===== src/pkg/fault_mon_pkg.sv =====
// Shared constants and carrier types for the supply fault monitor.
package fault_mon_pkg;

  // Clock rate and timing figures.
  localparam int unsigned CLK_KHZ = 125000;
  localparam int unsigned RST_HOLD_MS = 10;
  localparam int unsigned WDT_HOLD_MS = 100;
  localparam int unsigned IO_HOLD_MS = 10;
  localparam int unsigned ETO_MS = 20;
  localparam int unsigned RST_HOLD_CYC = RST_HOLD_MS * CLK_KHZ;
  localparam int unsigned WDT_HOLD_CYC = WDT_HOLD_MS * CLK_KHZ;
  localparam int unsigned IO_HOLD_CYC = IO_HOLD_MS * CLK_KHZ;
  localparam int unsigned ETO_CYC = ETO_MS * CLK_KHZ;
  localparam int unsigned SERIAL_EDGES = 16;

  // Register byte offsets.
  localparam logic [3:0] FAULT_FLAG_OUTPUT_OFS = 4'h0;
  localparam logic [3:0] STAT_OFS = 4'h4;
  localparam logic [3:0] CFG_OFS = 4'h8;

  // Diagnostic register field positions.
  localparam int FAULT_FLAG_OUTPUT_GATE_REG_UV = 0;
  localparam int FAULT_FLAG_OUTPUT_CTRL_UV = 1;
  localparam int FAULT_FLAG_OUTPUT_IO_UV = 2;

  // Status register field positions.
  localparam int STAT_FAULT = 0;
  localparam int STAT_LOGIC_UV = 1;
  localparam int STAT_HOT = 2;
  localparam int STAT_WATCHDOG_INPUT = 3;
  localparam int STAT_ETO = 4;
  localparam int STAT_IGN = 5;
  localparam int STAT_SERIAL = 6;

  // Configuration register field positions and reset value.
  localparam int CFG_VRU_MASK = 0;
  localparam int CFG_WD_MASK = 1;
  localparam int CFG_ETO_MASK = 2;
  localparam int CFG_ESF = 3;
  localparam logic [3:0] CFG_RESET = 4'h8;

  // Sticky diagnostic bits.
  typedef struct packed {
    logic io_supply_uv_bit;
    logic ctrl_supply_uv_bit;
    logic gate_reg_uv_bit;
  } fault_flag_output_s;

  // Sticky status bits plus the live ignition mirror.
  typedef struct packed {
    logic serial_error_bit;
    logic ignition_state_bit;
    logic enable_timeout_bit;
    logic watchdog_fault_bit;
    logic hot_warning_bit;
    logic logic_supply_uv_summary;
    logic summary_fault_bit;
  } stat_s;

  // Software settings.
  typedef struct packed {
    logic fault_shutdown_en;
    logic eto_mask;
    logic wd_mask;
    logic vru_mask;
  } cfg_s;

  // Comparator and pin levels seen by the monitor.
  typedef struct packed {
    logic gate_reg_uv;
    logic ctrl_supply_uv;
    logic io_supply_uv;
    logic temp_warn;
  } mon_s;

endpackage


===== src/rtl/supply_fault_monitor_reset.sv =====
// Supply fault monitor, microcontroller reset sequencer and gate enable.
// Summary of operation
// Regulator undervoltage raises flag, sets sticky bit, forces gates low.
// Regulator recovery re-enables gates and clears flag; sticky bit stays.
// Regulator monitor works from reset; flag on and gates low until good.
// Regulator mask bit disables its monitor entirely.
// Controller supply low sets its sticky bit and pulls reset low.
// Controller supply low disables gates only when shutdown enable is 1.
// Controller supply low also sets the logic supply summary bit.
// Watchdog on: reset 10 ms, hold 100 ms, gates wait valid watchdog.
// Watchdog off: reset 10 ms, gates 10 ms later; valid serial ends early.
// I/O supply low: inputs inactive, gates low, sticky and summary set.
// I/O recovery: inputs back, gates wait 10 ms or valid serial transfer.
// Temperature warning raises flag and sets hot bit, no gate action.
// Temperature cooled: flag drops, hot bit stays until cleared.
// Watchdog fault latches, sets status bit, pulses reset low 10 ms.
// After pulse hold watchdog 100 ms; first valid watchdog clears fault.
// Enable input overrides gates; mask 1 direct, mask 0 timed mode.
// Timed mode: first enable edge arms gates; host must toggle again.
// Enable timeout: gates low, status bit, flag; next edge restores.
// Ignition level mirrored into status, never affects fault indication.
// Serial transfer valid only with 16 edges, odd parity, no save busy.
// Fault flag is the live OR of regulator, temperature, enable timeout and watchdog faults.
`timescale 1ns/1ps

module supply_fault_monitor_reset #(
  parameter logic [23:0] RST_HOLD_CYC = 24'(fault_mon_pkg::RST_HOLD_CYC),
  parameter logic [23:0] WDT_HOLD_CYC = 24'(fault_mon_pkg::WDT_HOLD_CYC),
  parameter logic [23:0] IO_HOLD_CYC = 24'(fault_mon_pkg::IO_HOLD_CYC),
  parameter logic [23:0] ETO_CYC = 24'(fault_mon_pkg::ETO_CYC)
) (
  input wire logic clk,
  input wire logic rst_n,
  input wire fault_mon_pkg::mon_s mon,
  input wire logic ignition_in,
  input wire logic enable_in,
  input wire logic [5:0] gate_cmd,
  input wire logic watchdog_fault_evt,
  input wire logic watchdog_valid_evt,
  input wire logic serial_end,
  input wire logic [4:0] serial_edge_cnt,
  input wire logic serial_parity_odd,
  input wire logic nvm_save_busy,
  input wire logic [3:0] avs_address,
  input wire logic avs_read,
  input wire logic avs_write,
  input wire logic [31:0] avs_writedata,
  output logic [31:0] avs_readdata,
  output logic avs_waitrequest,
  output logic [5:0] gate_out,
  output logic mcu_reset_n,
  output logic fault_flag_n,
  output logic wdt_hold,
  output logic logic_inputs_ok
);

  // Reset sequencer states.
  typedef enum logic [5:0] {
    SEQ_UV = 6'h01,
    SEQ_RST = 6'h02,
    SEQ_WDH = 6'h04,
    SEQ_WAITWD = 6'h08,
    SEQ_DLY = 6'h10,
    SEQ_RUN = 6'h20
  } seq_e;

  seq_e seq_reg;
  seq_e seq_next;
  logic [23:0] seq_cnt_reg;
  logic [23:0] io_cnt_reg;
  logic [23:0] eto_cnt_reg;
  logic io_hold_reg;
  logic eto_active_reg;
  logic eto_expired_reg;
  logic enable_q_reg;
  logic wd_latched_reg;
  fault_mon_pkg::fault_flag_output_s fault_flag_output_reg;
  fault_mon_pkg::stat_s stat_reg;
  fault_mon_pkg::cfg_s cfg_reg;
  logic bus_req;
  logic bus_done;
  logic fault_flag_output_clr_hit;
  logic stat_clr_hit;
  logic gr_fault;
  logic serial_valid;
  logic serial_bad;
  logic enable_eff;
  logic enable_edge;
  logic [5:0] cmd_eff;
  logic seq_gate_ok;
  logic gate_ok;
  logic live_fault;
  logic [31:0] rd_mux;

  // Regulator monitor is live from reset and only the mask silences it.
  assign gr_fault = mon.gate_reg_uv & ~cfg_reg.vru_mask;

  // Serial transfer qualification from the shift logic strobe release.
  assign serial_valid = serial_end & ~nvm_save_busy & serial_parity_odd
    & (serial_edge_cnt == 5'(fault_mon_pkg::SERIAL_EDGES));
  assign serial_bad = serial_end & ~serial_valid;

  // Logic inputs read as inactive while the I/O supply is low.
  assign enable_eff = enable_in & ~mon.io_supply_uv;
  assign cmd_eff = mon.io_supply_uv ? 6'h00 : gate_cmd;
  assign enable_edge = enable_eff ^ enable_q_reg;

  // Live flag sources; ignition is deliberately absent from this term.
  assign live_fault = gr_fault | mon.temp_warn | eto_expired_reg
    | wd_latched_reg;

  // Sequencer lets gates run once the controller is confirmed alive, or while controller supply is low with shutdown enable off.
  assign seq_gate_ok = (seq_reg == SEQ_RUN)
    | ((seq_reg == SEQ_UV) & ~cfg_reg.fault_shutdown_en);

  // Enable override: direct level when masked, timer state otherwise.
  assign gate_ok = seq_gate_ok & ~gr_fault & ~mon.io_supply_uv & ~io_hold_reg
    & (cfg_reg.eto_mask ? enable_eff : eto_active_reg);

  // Next state of the reset sequencer.
  always_comb begin
    seq_next = seq_reg;
    case (seq_reg)
      SEQ_UV: begin
        if (!mon.ctrl_supply_uv) begin
          seq_next = SEQ_RST;
        end
      end
      SEQ_RST: begin
        if (cfg_reg.wd_mask && serial_valid) begin
          seq_next = SEQ_RUN;
        end else if (seq_cnt_reg >= RST_HOLD_CYC - 24'h000001) begin
          seq_next = cfg_reg.wd_mask ? SEQ_DLY : SEQ_WDH;
        end
      end
      SEQ_WDH: begin
        if (seq_cnt_reg >= WDT_HOLD_CYC - 24'h000001) begin
          seq_next = SEQ_WAITWD;
        end
      end
      SEQ_WAITWD: begin
        if (watchdog_valid_evt) begin
          seq_next = SEQ_RUN;
        end
      end
      SEQ_DLY: begin
        if (serial_valid || seq_cnt_reg >= RST_HOLD_CYC - 24'h000001) begin
          seq_next = SEQ_RUN;
        end
      end
      SEQ_RUN: begin
        if (watchdog_fault_evt && !cfg_reg.wd_mask) begin
          seq_next = SEQ_RST;
        end
      end
      default: seq_next = SEQ_UV;
    endcase
    if (mon.ctrl_supply_uv) begin
      seq_next = SEQ_UV;
    end
  end

  // Sequencer state and its shared cycle counter.
  always_ff @(posedge clk) begin
    if (!rst_n) begin
      seq_reg <= SEQ_UV;
      seq_cnt_reg <= 24'h000000;
    end else begin
      seq_reg <= seq_next;
      if (seq_next != seq_reg) begin
        seq_cnt_reg <= 24'h000000;
      end else begin
        seq_cnt_reg <= seq_cnt_reg + 24'h000001;
      end
    end
  end

  // Watchdog fault stays latched until the first valid watchdog after hold.
  always_ff @(posedge clk) begin
    if (!rst_n) begin
      wd_latched_reg <= 1'b0;
    end else if (seq_reg == SEQ_RUN && seq_next == SEQ_RST) begin
      wd_latched_reg <= 1'b1;
    end else if (seq_reg == SEQ_WAITWD && watchdog_valid_evt) begin
      wd_latched_reg <= 1'b0;
    end
  end

  // I/O recovery hold: gates wait out the delay or a good serial transfer.
  always_ff @(posedge clk) begin
    if (!rst_n) begin
      io_hold_reg <= 1'b0;
      io_cnt_reg <= 24'h000000;
    end else if (mon.io_supply_uv) begin
      io_hold_reg <= 1'b1;
      io_cnt_reg <= 24'h000000;
    end else if (io_hold_reg) begin
      io_cnt_reg <= io_cnt_reg + 24'h000001;
      if (serial_valid || io_cnt_reg >= IO_HOLD_CYC - 24'h000001) begin
        io_hold_reg <= 1'b0;
      end
    end
  end

  // Enable activity timer; an edge arms the outputs and restarts it.
  always_ff @(posedge clk) begin
    if (!rst_n) begin
      enable_q_reg <= enable_eff; // Track the pin so release sees no edge.
      eto_active_reg <= 1'b0;
      eto_expired_reg <= 1'b0;
      eto_cnt_reg <= 24'h000000;
    end else begin
      enable_q_reg <= enable_eff;
      if (cfg_reg.eto_mask) begin
        eto_active_reg <= 1'b0;
        eto_expired_reg <= 1'b0;
        eto_cnt_reg <= 24'h000000;
      end else if (enable_edge) begin
        eto_active_reg <= 1'b1;
        eto_expired_reg <= 1'b0;
        eto_cnt_reg <= 24'h000000;
      end else if (eto_active_reg) begin
        eto_cnt_reg <= eto_cnt_reg + 24'h000001;
        if (eto_cnt_reg >= ETO_CYC - 24'h000001) begin
          eto_active_reg <= 1'b0;
          eto_expired_reg <= 1'b1;
        end
      end
    end
  end

  // Registered outputs toward the pins.
  always_ff @(posedge clk) begin
    if (!rst_n) begin
      gate_out <= 6'h00;
      mcu_reset_n <= 1'b0;
      fault_flag_n <= 1'b0;
      wdt_hold <= 1'b1;
      logic_inputs_ok <= 1'b0;
    end else begin
      gate_out <= gate_ok ? cmd_eff : 6'h00;
      mcu_reset_n <= (seq_next != SEQ_UV) && (seq_next != SEQ_RST);
      fault_flag_n <= ~live_fault;
      wdt_hold <= (seq_next != SEQ_WAITWD) && (seq_next != SEQ_RUN);
      logic_inputs_ok <= ~mon.io_supply_uv;
    end
  end

  // Bus handshake: one wait cycle, then the access completes.
  assign bus_req = avs_read | avs_write;
  assign bus_done = bus_req & ~avs_waitrequest;
  assign fault_flag_output_clr_hit = bus_done & avs_write
    & (avs_address == fault_mon_pkg::FAULT_FLAG_OUTPUT_OFS);
  assign stat_clr_hit = bus_done & avs_write
    & (avs_address == fault_mon_pkg::STAT_OFS);

  // Sticky diagnostic bits; a set in the clearing cycle wins.
  always_ff @(posedge clk) begin
    if (!rst_n) begin
      fault_flag_output_reg <= '0;
    end else begin
      fault_flag_output_reg.gate_reg_uv_bit <= gr_fault
        | (fault_flag_output_reg.gate_reg_uv_bit
        & ~(fault_flag_output_clr_hit & avs_writedata[fault_mon_pkg::FAULT_FLAG_OUTPUT_GATE_REG_UV]));
      fault_flag_output_reg.ctrl_supply_uv_bit <= mon.ctrl_supply_uv
        | (fault_flag_output_reg.ctrl_supply_uv_bit
        & ~(fault_flag_output_clr_hit & avs_writedata[fault_mon_pkg::FAULT_FLAG_OUTPUT_CTRL_UV]));
      fault_flag_output_reg.io_supply_uv_bit <= mon.io_supply_uv
        | (fault_flag_output_reg.io_supply_uv_bit
        & ~(fault_flag_output_clr_hit & avs_writedata[fault_mon_pkg::FAULT_FLAG_OUTPUT_IO_UV]));
    end
  end

  // Sticky status bits, write one to clear; ignition is a live mirror.
  always_ff @(posedge clk) begin
    if (!rst_n) begin
      stat_reg <= '0;
    end else begin
      stat_reg.summary_fault_bit <= live_fault | (stat_reg.summary_fault_bit
        & ~(stat_clr_hit & avs_writedata[fault_mon_pkg::STAT_FAULT]));
      stat_reg.logic_supply_uv_summary <= mon.ctrl_supply_uv
        | mon.io_supply_uv | (stat_reg.logic_supply_uv_summary
        & ~(stat_clr_hit & avs_writedata[fault_mon_pkg::STAT_LOGIC_UV]));
      stat_reg.hot_warning_bit <= mon.temp_warn
        | (stat_reg.hot_warning_bit
        & ~(stat_clr_hit & avs_writedata[fault_mon_pkg::STAT_HOT]));
      stat_reg.watchdog_fault_bit <= (seq_reg == SEQ_RUN
        && seq_next == SEQ_RST) | (stat_reg.watchdog_fault_bit
        & ~(stat_clr_hit & avs_writedata[fault_mon_pkg::STAT_WATCHDOG_INPUT]));
      stat_reg.enable_timeout_bit <= (eto_active_reg && !enable_edge
        && !cfg_reg.eto_mask && eto_cnt_reg >= ETO_CYC - 24'h000001)
        | (stat_reg.enable_timeout_bit
        & ~(stat_clr_hit & avs_writedata[fault_mon_pkg::STAT_ETO]));
      stat_reg.ignition_state_bit <= ignition_in;
      stat_reg.serial_error_bit <= serial_bad
        | (stat_reg.serial_error_bit
        & ~(stat_clr_hit & avs_writedata[fault_mon_pkg::STAT_SERIAL]));
    end
  end

  // Configuration register written over the bus.
  always_ff @(posedge clk) begin
    if (!rst_n) begin
      cfg_reg <= fault_mon_pkg::CFG_RESET;
    end else if (bus_done && avs_write
        && avs_address == fault_mon_pkg::CFG_OFS) begin
      cfg_reg.vru_mask <= avs_writedata[fault_mon_pkg::CFG_VRU_MASK];
      cfg_reg.wd_mask <= avs_writedata[fault_mon_pkg::CFG_WD_MASK];
      cfg_reg.eto_mask <= avs_writedata[fault_mon_pkg::CFG_ETO_MASK];
      cfg_reg.fault_shutdown_en <= avs_writedata[fault_mon_pkg::CFG_ESF];
    end
  end

  // Read multiplexer; unmapped offsets read as zero.
  always_comb begin
    rd_mux = 32'h00000000;
    if (avs_address == fault_mon_pkg::FAULT_FLAG_OUTPUT_OFS) begin
      rd_mux = {29'h00000000, fault_flag_output_reg};
    end else if (avs_address == fault_mon_pkg::STAT_OFS) begin
      rd_mux = {25'h0000000, stat_reg};
    end else if (avs_address == fault_mon_pkg::CFG_OFS) begin
      rd_mux = {28'h0000000, cfg_reg};
    end
  end

  // Waitrequest drops for the single cycle that completes an access.
  always_ff @(posedge clk) begin
    if (!rst_n) begin
      avs_waitrequest <= 1'b1;
      avs_readdata <= 32'h00000000;
    end else begin
      avs_waitrequest <= ~(bus_req & avs_waitrequest);
      if (avs_read && avs_waitrequest) begin
        avs_readdata <= rd_mux;
      end
    end
  end

  // Regulator fault forces the gates off by the next edge.
  chk_gate_reg_off: assert property (@(posedge clk) disable iff (!rst_n)
    gr_fault |=> gate_out == 6'h00) else $error("gates on in reg uv");

  // Flag follows a live regulator fault and recovers with it.
  chk_flag_reg_uv: assert property (@(posedge clk) disable iff (!rst_n)
    $fell(gr_fault) && !mon.temp_warn && !eto_expired_reg && !wd_latched_reg
    |=> fault_flag_n) else $error("flag stuck after recovery");

  // Masked regulator monitor leaves the diagnostic bit alone.
  chk_vru_mask: assert property (@(posedge clk) disable iff (!rst_n)
    cfg_reg.vru_mask && !fault_flag_output_reg.gate_reg_uv_bit && !fault_flag_output_clr_hit
    |=> !fault_flag_output_reg.gate_reg_uv_bit) else $error("masked uv set bit");

  // Controller supply low drives reset low on the next edge.
  chk_ctrl_reset: assert property (@(posedge clk) disable iff (!rst_n)
    mon.ctrl_supply_uv |=> !mcu_reset_n && stat_reg.logic_supply_uv_summary)
    else $error("reset high during ctrl uv");

  // Watchdog hold follows reset release without a gap.
  chk_hold_after_rst: assert property (@(posedge clk) disable iff (!rst_n)
    seq_reg == SEQ_RST && seq_next == SEQ_WDH |=> mcu_reset_n && wdt_hold)
    else $error("hold missing after reset");

  // A watchdog fault latches and pulls reset low.
  chk_wd_fault: assert property (@(posedge clk) disable iff (!rst_n)
    seq_reg == SEQ_RUN && watchdog_fault_evt && !cfg_reg.wd_mask
    && !mon.ctrl_supply_uv |=> !mcu_reset_n && wd_latched_reg
    && stat_reg.watchdog_fault_bit) else $error("wd fault not taken");

  // I/O supply low zeroes the gates and the input buffers.
  chk_io_uv: assert property (@(posedge clk) disable iff (!rst_n)
    mon.io_supply_uv |=> gate_out == 6'h00 && !logic_inputs_ok)
    else $error("io uv not enforced");

  // Temperature warning sets flag and sticky bit together.
  chk_hot_warn: assert property (@(posedge clk) disable iff (!rst_n)
    mon.temp_warn |=> !fault_flag_n && stat_reg.hot_warning_bit)
    else $error("temp warning missed");

  // Ignition mirror lags the pin by one edge.
  chk_ign_mirror: assert property (@(posedge clk) disable iff (!rst_n)
    ##1 stat_reg.ignition_state_bit == $past(ignition_in))
    else $error("ignition mirror wrong");

  // Bad serial transfer raises the error bit.
  chk_serial_err: assert property (@(posedge clk) disable iff (!rst_n)
    serial_end && serial_edge_cnt != 5'h10 |=> stat_reg.serial_error_bit)
    else $error("serial error not set");

  // Timeout expiry drops the outputs and raises the flag.
  chk_eto_expire: assert property (@(posedge clk) disable iff (!rst_n)
    $rose(eto_expired_reg) |=> !fault_flag_n && (gate_out == 6'h00
    || cfg_reg.eto_mask)) else $error("eto expiry ignored");

endmodule


===== config.mk =====
export PLATFORM = sky130hd
export DESIGN_NAME = supply_fault_monitor_reset
export DESIGN_NICKNAME = d
export VERILOG_FILES = /design/src/pkg/fault_mon_pkg.sv /design/src/rtl/supply_fault_monitor_reset.sv
export SDC_FILE = /design/constraint.sdc
export NUM_CORES = 1
export LEC_CHECK = 0
export BUFFER_PORTS_ARGS = -buffer_cell sky130_fd_sc_hd__buf_2
export CAP_MARGIN = 20
export CORE_AREA = 2 2 141 143
export CTS_CLUSTER_DIAMETER = 100
export CTS_CLUSTER_SIZE = 30
export DETAILED_ROUTE_END_ITERATION = 8
export DIE_AREA = 0 0 143 145
export PLACE_DENSITY = 0.55
export SLEW_MARGIN = 15
export SYNTH_ARGS = -nofsm -noshare
export SYNTH_HDL_FRONTEND = slang
export SYNTH_SLANG_ARGS = --single-unit

===== constraint.sdc =====
create_clock -name clk -period 2.8 [get_ports clk]
set_clock_uncertainty 0.15 [all_clocks]
set_input_delay 0.14 -clock clk [delete_from_list [all_inputs] [get_ports clk]]
set_output_delay 0.14 -clock clk [all_outputs]
set_load 0.01 [all_outputs]

==> results of run 1 <==
-- power by group --
group,total [mW],switching [mW],internal (mW)
Sequential,1.68,0.0201,1.66
Clock,2.07,0.728,1.34
Combinational,0.295,0.169,0.127
Total,4.05,0.917,3.13
-- critical path, stage by stage (launching register included) --
cell	delay, ps
dfxtp_1	330
or3_1	410
a2111oi_4	370
o211ai_1	230
o32ai_2	510
a21oi_4	190
nor4b_1	310
-- cell usage after synthesis, types with 2 or more instances --
cell type | number | area, µm²
and3_1 | 18 | 113
clkbuf_1 | 17 | 63.8
a22oi_1 | 9 | 67.6
nor4b_1 | 4 | 35.0
a31o_2 | 2 | 17.5
a211o_1 | 2 | 17.5
a21boi_0 | 3 | 22.5
a311o_1 | 2 | 20.0
or4_1 | 2 | 15.0
o21a_1 | 2 | 15.0
inv_1 | 12 | 45.0
a21oi_1 | 13 | 65.1
xor2_1 | 37 | 324
o311ai_0 | 2 | 17.5
nand4_1 | 21 | 131
nor4_1 | 10 | 62.6
mux2i_1 | 9 | 90.1
nor4bb_1 | 2 | 20.0
dfxtp_1 | 115 | 2300
nand2b_1 | 2 | 12.5
a21o_1 | 2 | 15.0
nand2_1 | 51 | 191
nor4_2 | 19 | 238
nor3_1 | 14 | 70.1
o211ai_1 | 7 | 52.6
and2_1 | 15 | 93.8
or2_2 | 2 | 12.5
nor2_1 | 73 | 274
or3_1 | 5 | 31.3
ha_1 | 3 | 37.5
o21ai_0 | 20 | 100
and4_1 | 7 | 61.3
nor2b_1 | 26 | 163
buf_6 | 4 | 45.0
buf_4 | 25 | 188
nand4b_1 | 4 | 35.0
o31a_1 | 2 | 17.5
nand3_1 | 26 | 130
xnor2_1 | 29 | 254
-- path summary, 6_finish.rpt --
kind	endpoint	slack, ps	cells after the start
hold reg to reg	stat_reg[0]$_SDFF_PN0_	340	2
setup reg to reg	seq_cnt_reg[14]$_SDFF_PP0_	200	6
setup / recovery	seq_cnt_reg[14]$_SDFF_PP0_	200	6
hold / removal	avs_readdata[0]$_SDFFE_PN0P_	20	4
-- repair_timing --
action                                  CTS  global route
setup buffers                             0             0
endpoints found under the setup margin   24            24
hold buffers                             29             0
gates cloned                              1             0
gates resized for setup                   1             1
hold endpoints to repair                 33             0
-- per-layer routing --
| metal | global-route usage | vias up |
|---|---|---|
| li1 | - | 2445 |
| met1 | 0.173 | 2175 |
| met2 | 0.201 | 60 |
| met3 | 0.0360 | 7 |
| met4 | 0.0441 | 0 |
| met5 | 0 | - |
-- layout make-up --
class | count | area, µm² | share of cell area
Clock buffer | 21 | 460 | 0.0637
Clock inverter | 11 | 110 | 0.0152
Inverter | 12 | 45.0 | 0.00623
Multi-Input combinational cell | 490 | 3160 | 0.437
Sequential cell | 115 | 2300 | 0.318
Tap cell | 265 | 332 | 0.0458
Timing Repair Buffer | 116 | 823 | 0.114
-- stage by stage --
| step | hold WS [ps] | area, µm² | utilization |
|---|---|---|---|
| after floorplan | 92.5 | 5790 | - |
| after global placement | 196 | 6350 | 0.331 |
| after detailed placement | 192 | 6350 | 0.331 |
| after CTS | 1.81 | 7230 | 0.376 |
| after global routing | 26.8 | 7230 | 0.377 |
| final | 20.1 | 7230 | 0.377 |
-- logic make-up after synthesis --
kind of cell,after synthesis,share of synthesized area
AO/OA/AOI/OAI,80,0.103
XOR/XNOR,66,0.101
adder cells (fa/ha/maj),3,0.00659
buffers and inverters,59,0.0609
flip-flops,115,0.404
multiplexers,10,0.0178
other,1,0.000658
AND/OR/NAND/NOR,305,0.305
==> out/qor.tcl, run 1 <==
set qor(route.layer.met1.wl_mm) 6.43
set qor(critPathMaxFanout) 12
set qor(drtIter0Drc) 262
set qor(outcome) {complete, no violations}
set qor(grt_max_degree) 26
set qor(fp.dieH_um) 145
set qor(power.leakage_nw) 2.74
set qor(via_per_inst) 4.55
set qor(vdd_ir_drop_max_mv) 0.296
set qor(clock.fmax_mhz) 385
set qor(post_synth.cell_area_avg_um2) 8.91
set qor(design.core.area_mm2) 0.0192
set qor(drt-total-wl_mm) 12.9
set qor(post-route-worst-setup-slack_ps) 200
set qor(mappedNetlistArea_mm2) 0.00570
set qor(final_layout_size_suffix_gt1_frac) 0.200
set qor(htree_levels) 4
set qor(ioPinCount) 105
set qor(grt_setup_unrepaired) {no}
set qor(cts_root_buffer) {clkbuf_16}
set qor(grt_pass1_vias) 4495
set qor(asyncSetResetFlopFracSynth) 0
set qor(finalWeightedCongestion) 0.813
set qor(post-route-drc-count) 0
set qor(area_delta_synth_final_pct) 27.0
set qor(clk_pin_slew_worst_paths_ps) 50
set qor(postSynthRegisterBits) 115
set qor(drt_first_pass_iters) 5
set qor(synth-edff-count) 0
set qor(setup-violations-final) 0
set qor(cts_buffers) 17
set qor(final_min_period_over_clock_period) 0.929
set qor(timing_hold_violations_final) 0
set qor(clk-insertion-delay-late_ps) 410
set qor(grt_antenna_before_repair) 0
set qor(cp-end-kind) {flip-flop}
set qor(max-cap-violations) 0
set qor(worstPathRequired_ps) 2960
set qor(initial_core_util) 0.297
set qor(post_synth_inst_count) 639
set qor(hold_path.startpoint) {avs_address[0]}
set qor(worstReg2RegStart) {seq_cnt_reg[13]$_SDFF_PP0_}
set qor(post-place-cells) 968
set qor(io_buffer_count) 53
set qor(synth_seq_area_share) 0.404
set qor(detailed_place_hpwl_mm) 8.90
set qor(data_arrival_time_of_the_critical_path_ps) 2760
set qor(max-clock-path-buffers) 2
set qor(synth_cell_type_count) 60
set qor(timing_worst_slew_pin_value_ps) 805
set qor(groute.usage.overall) 0.130
set qor(post-layout-total-power_mw) 4.05
set qor(dpl_worst_slack_ps) -47.8
set qor(highest-signal-layer) {met4}
set qor(cts_tree) {done}
set qor(layout_nets) 817
set qor(met3_length_um) 422
set qor(finalNonFillerCells) 1030
set qor(tns_ps) 0
set qor(clock_sinks) 115
set qor(met2WireLength_mm) 5.92
set qor(rows) 51
set qor(die_width_um) 143
set qor(timing.hold.worst.class) {in -> reg}
set qor(clock_period_minus_final_worst_setup_slack_ps) 2600
set qor(final_cell_mix) {dfxtp_1 (115), nor2_1 (73), buf_2 (53)}
set qor(yosysWarningCount) 0
set qor(final-max-slew-violation-count) 0
set qor(critical_path_class) {reg -> reg}
set qor(max_slew_margin) 0.462
set qor(grt_pass1_wl_mm) 21.7
set qor(postSynth.topFlopCell) {dfxtp_1}
set qor(fp.dieArea_mm2) 0.0207
set qor(nFillCells) 1932
set qor(dr_total_vias) 4687
set qor(setup.worst_path.start_class) {flip-flop}
set qor(ant_nets) 0
set qor(layout_commonest_cell) {dfxtp_1}
set qor(routedWlPerCell_um) 12.5
set qor(insertedDiodeCount) 0
set qor(startpoint) {seq_cnt_reg[13]$_SDFF_PP0_}
set qor(cellPowerDensity_mw_per_mm2) 560
set qor(globalRouteOverflowTotal) 0
No activity file was read; power rests on OpenSTA's default activity.
==> run 2, diff against run 1 <==
Settings changed: PLACE_DENSITY 0.55 to 0.57.
Clock period 2.8 ns to 2.2 ns, I/O delays scaled along.
==> out/qor.tcl, run 2 (synthesis results as in run 1) <==
set qor(outcome) {finished with violations}
set qor(violations) {negative setup slack}
set qor(rows) 51
set qor(grt_setup_unrepaired) {yes}
set qor(grt_pass1_wl_mm) 22.1
set qor(critPathMaxFanout) 24
set qor(max_slew_margin) 0.542
set qor(worstReg2RegStart) {seq_cnt_reg[15]$_SDFF_PP0_}
set qor(worstPathRequired_ps) 2350
set qor(die_width_um) 143
set qor(final_cell_mix) {dfxtp_1 (112), nor2_1 (69), buf_4 (61)}
set qor(clock.fmax_mhz) 419
set qor(initial_core_util) 0.297
set qor(grt_max_degree) 26
set qor(max-clock-path-buffers) 2
set qor(grt_antenna_before_repair) 0
set qor(io_buffer_count) 53
set qor(post-layout-total-power_mw) 5.54
set qor(startpoint) {seq_cnt_reg[15]$_SDFF_PP0_}
set qor(cts_root_buffer) {clkbuf_16}
set qor(ant_nets) 0
set qor(layout_commonest_cell) {dfxtp_1}
set qor(timing_worst_slew_pin_value_ps) 681
set qor(cp-end-kind) {flip-flop}
set qor(timing_hold_violations_final) 0
set qor(layout_nets) 851
set qor(setup.worst_path.start_class) {flip-flop}
set qor(cellPowerDensity_mw_per_mm2) 723
set qor(data_arrival_time_of_the_critical_path_ps) 2540
set qor(final_layout_size_suffix_gt1_frac) 0.259
set qor(critical_path_class) {reg -> reg}
set qor(r2r_slack_ps) -190
set qor(via_per_inst) 4.58
set qor(routedWlPerCell_um) 12.7
set qor(post-route-worst-setup-slack_ps) -189
set qor(timing.hold.worst.class) {in -> reg}
set qor(clock_sinks) 115
set qor(setup-violations-final) 29
set qor(drt-total-wl_mm) 13.6
set qor(drtIter0Drc) 231
set qor(detailed_place_hpwl_mm) 9.39
set qor(clock_period_minus_final_worst_setup_slack_ps) 2390
set qor(final_min_period_over_clock_period) 1.09
set qor(hold_path.startpoint) {avs_address[3]}
set qor(area_delta_synth_final_pct) 34.6
set qor(vdd_ir_drop_max_mv) 0.612
set qor(clk-insertion-delay-late_ps) 420
set qor(clk_pin_slew_worst_paths_ps) 60
set qor(final-max-slew-violation-count) 0
set qor(max-cap-violations) 0
set qor(insertedDiodeCount) 0
set qor(cts_tree) {done}
set qor(drt_first_pass_iters) 4
set qor(groute.usage.overall) 0.133
set qor(post-route-drc-count) 0
set qor(htree_levels) 4
set qor(globalRouteOverflowTotal) 0
set qor(dr_total_vias) 4870
set qor(grt_pass1_vias) 4632
set qor(finalWeightedCongestion) 0.835
set qor(fp.dieH_um) 145
set qor(ioPinCount) 105
set qor(design.core.area_mm2) 0.0192
set qor(power.leakage_nw) 2.95
set qor(tns_ps) -4700
set qor(fp.dieArea_mm2) 0.0207
set qor(cts_buffers) 17
==> run 2: cell count changes in the layout (fill, tap and decap cells not counted), moves of 4 or more <==
cell / before / now
buf_6: 0 / 5
o21ai_0: 20 / 16
clkinv_4: 0 / 4
clkinv_2: 7 / 1
nor2_1: 73 / 69
buf_4: 33 / 61
==> run 2: stage by stage <==
stage / hold slack, ps / std cells / worst slack, ps / utilization / cell area [µm²]
after global placement: 160 / 997 / -188 / 0.344 / 6600
after CTS: 16.7 / 1061 / -186 / 0.395 / 7580
final: 20.2 / 1064 / -189 / 0.399 / 7670
after floorplan: 62.5 / 663 / -214 / - / 5790
after detailed placement: 163 / 997 / -249 / 0.344 / 6600
after global routing: 75.1 / 1064 / -269 / 0.399 / 7670
==> run 2: area by class of cell <==
cell class | count | area (µm²)
clock buffer | 18 | 439
clock inverter | 14 | 201
fill | 1907 | 11500
inverter | 12 | 45.0
multi-input combinational | 489 | 3220
sequential | 115 | 2310
tap | 265 | 332
timing repair buffer | 151 | 1130
==> run 2: timing repair <==
item                       4_1_cts  5_1_grt
resized for setup                9       19
setup buffers                    3        4
pin swaps                        6        8
hold buffers                    29        0
setup endpoints to repair       31       37
hold endpoints to repair        33        0
==> run 2: final timing paths <==
path                            cells past startpoint                      endpoint
worst max-delay path                                8    seq_cnt_reg[19]$_SDFF_PP0_
worst min-delay path                                4  avs_readdata[2]$_SDFFE_PN0P_
worst max register to register                      8    seq_cnt_reg[19]$_SDFF_PP0_
worst min register to register                      2        stat_reg[0]$_SDFF_PN0_
==> run 2: critical path, stage by stage, from the launching register on <==
cell	delay, ps
dfxtp_2	320
or3_4	400
or4_4	550
o21ai_4	180
buf_6	130
o211ai_1	80
nand4b_1	150
buf_12	220
nor4_2	70
==> run 2: power by group <==
part           switching, mW  internal, mW
Clock                   1.06          1.94
Combinational          0.224         0.188
Sequential            0.0237          2.11
Total                   1.30          4.24
==> run 2: metal layers <==
layer  GRT usage  wire, µm  share of wire
met1       0.173      6470           0.48
met2       0.212      6400           0.47
met3      0.0323       452          0.033
met4      0.0490       235          0.017
met5           0         0              0
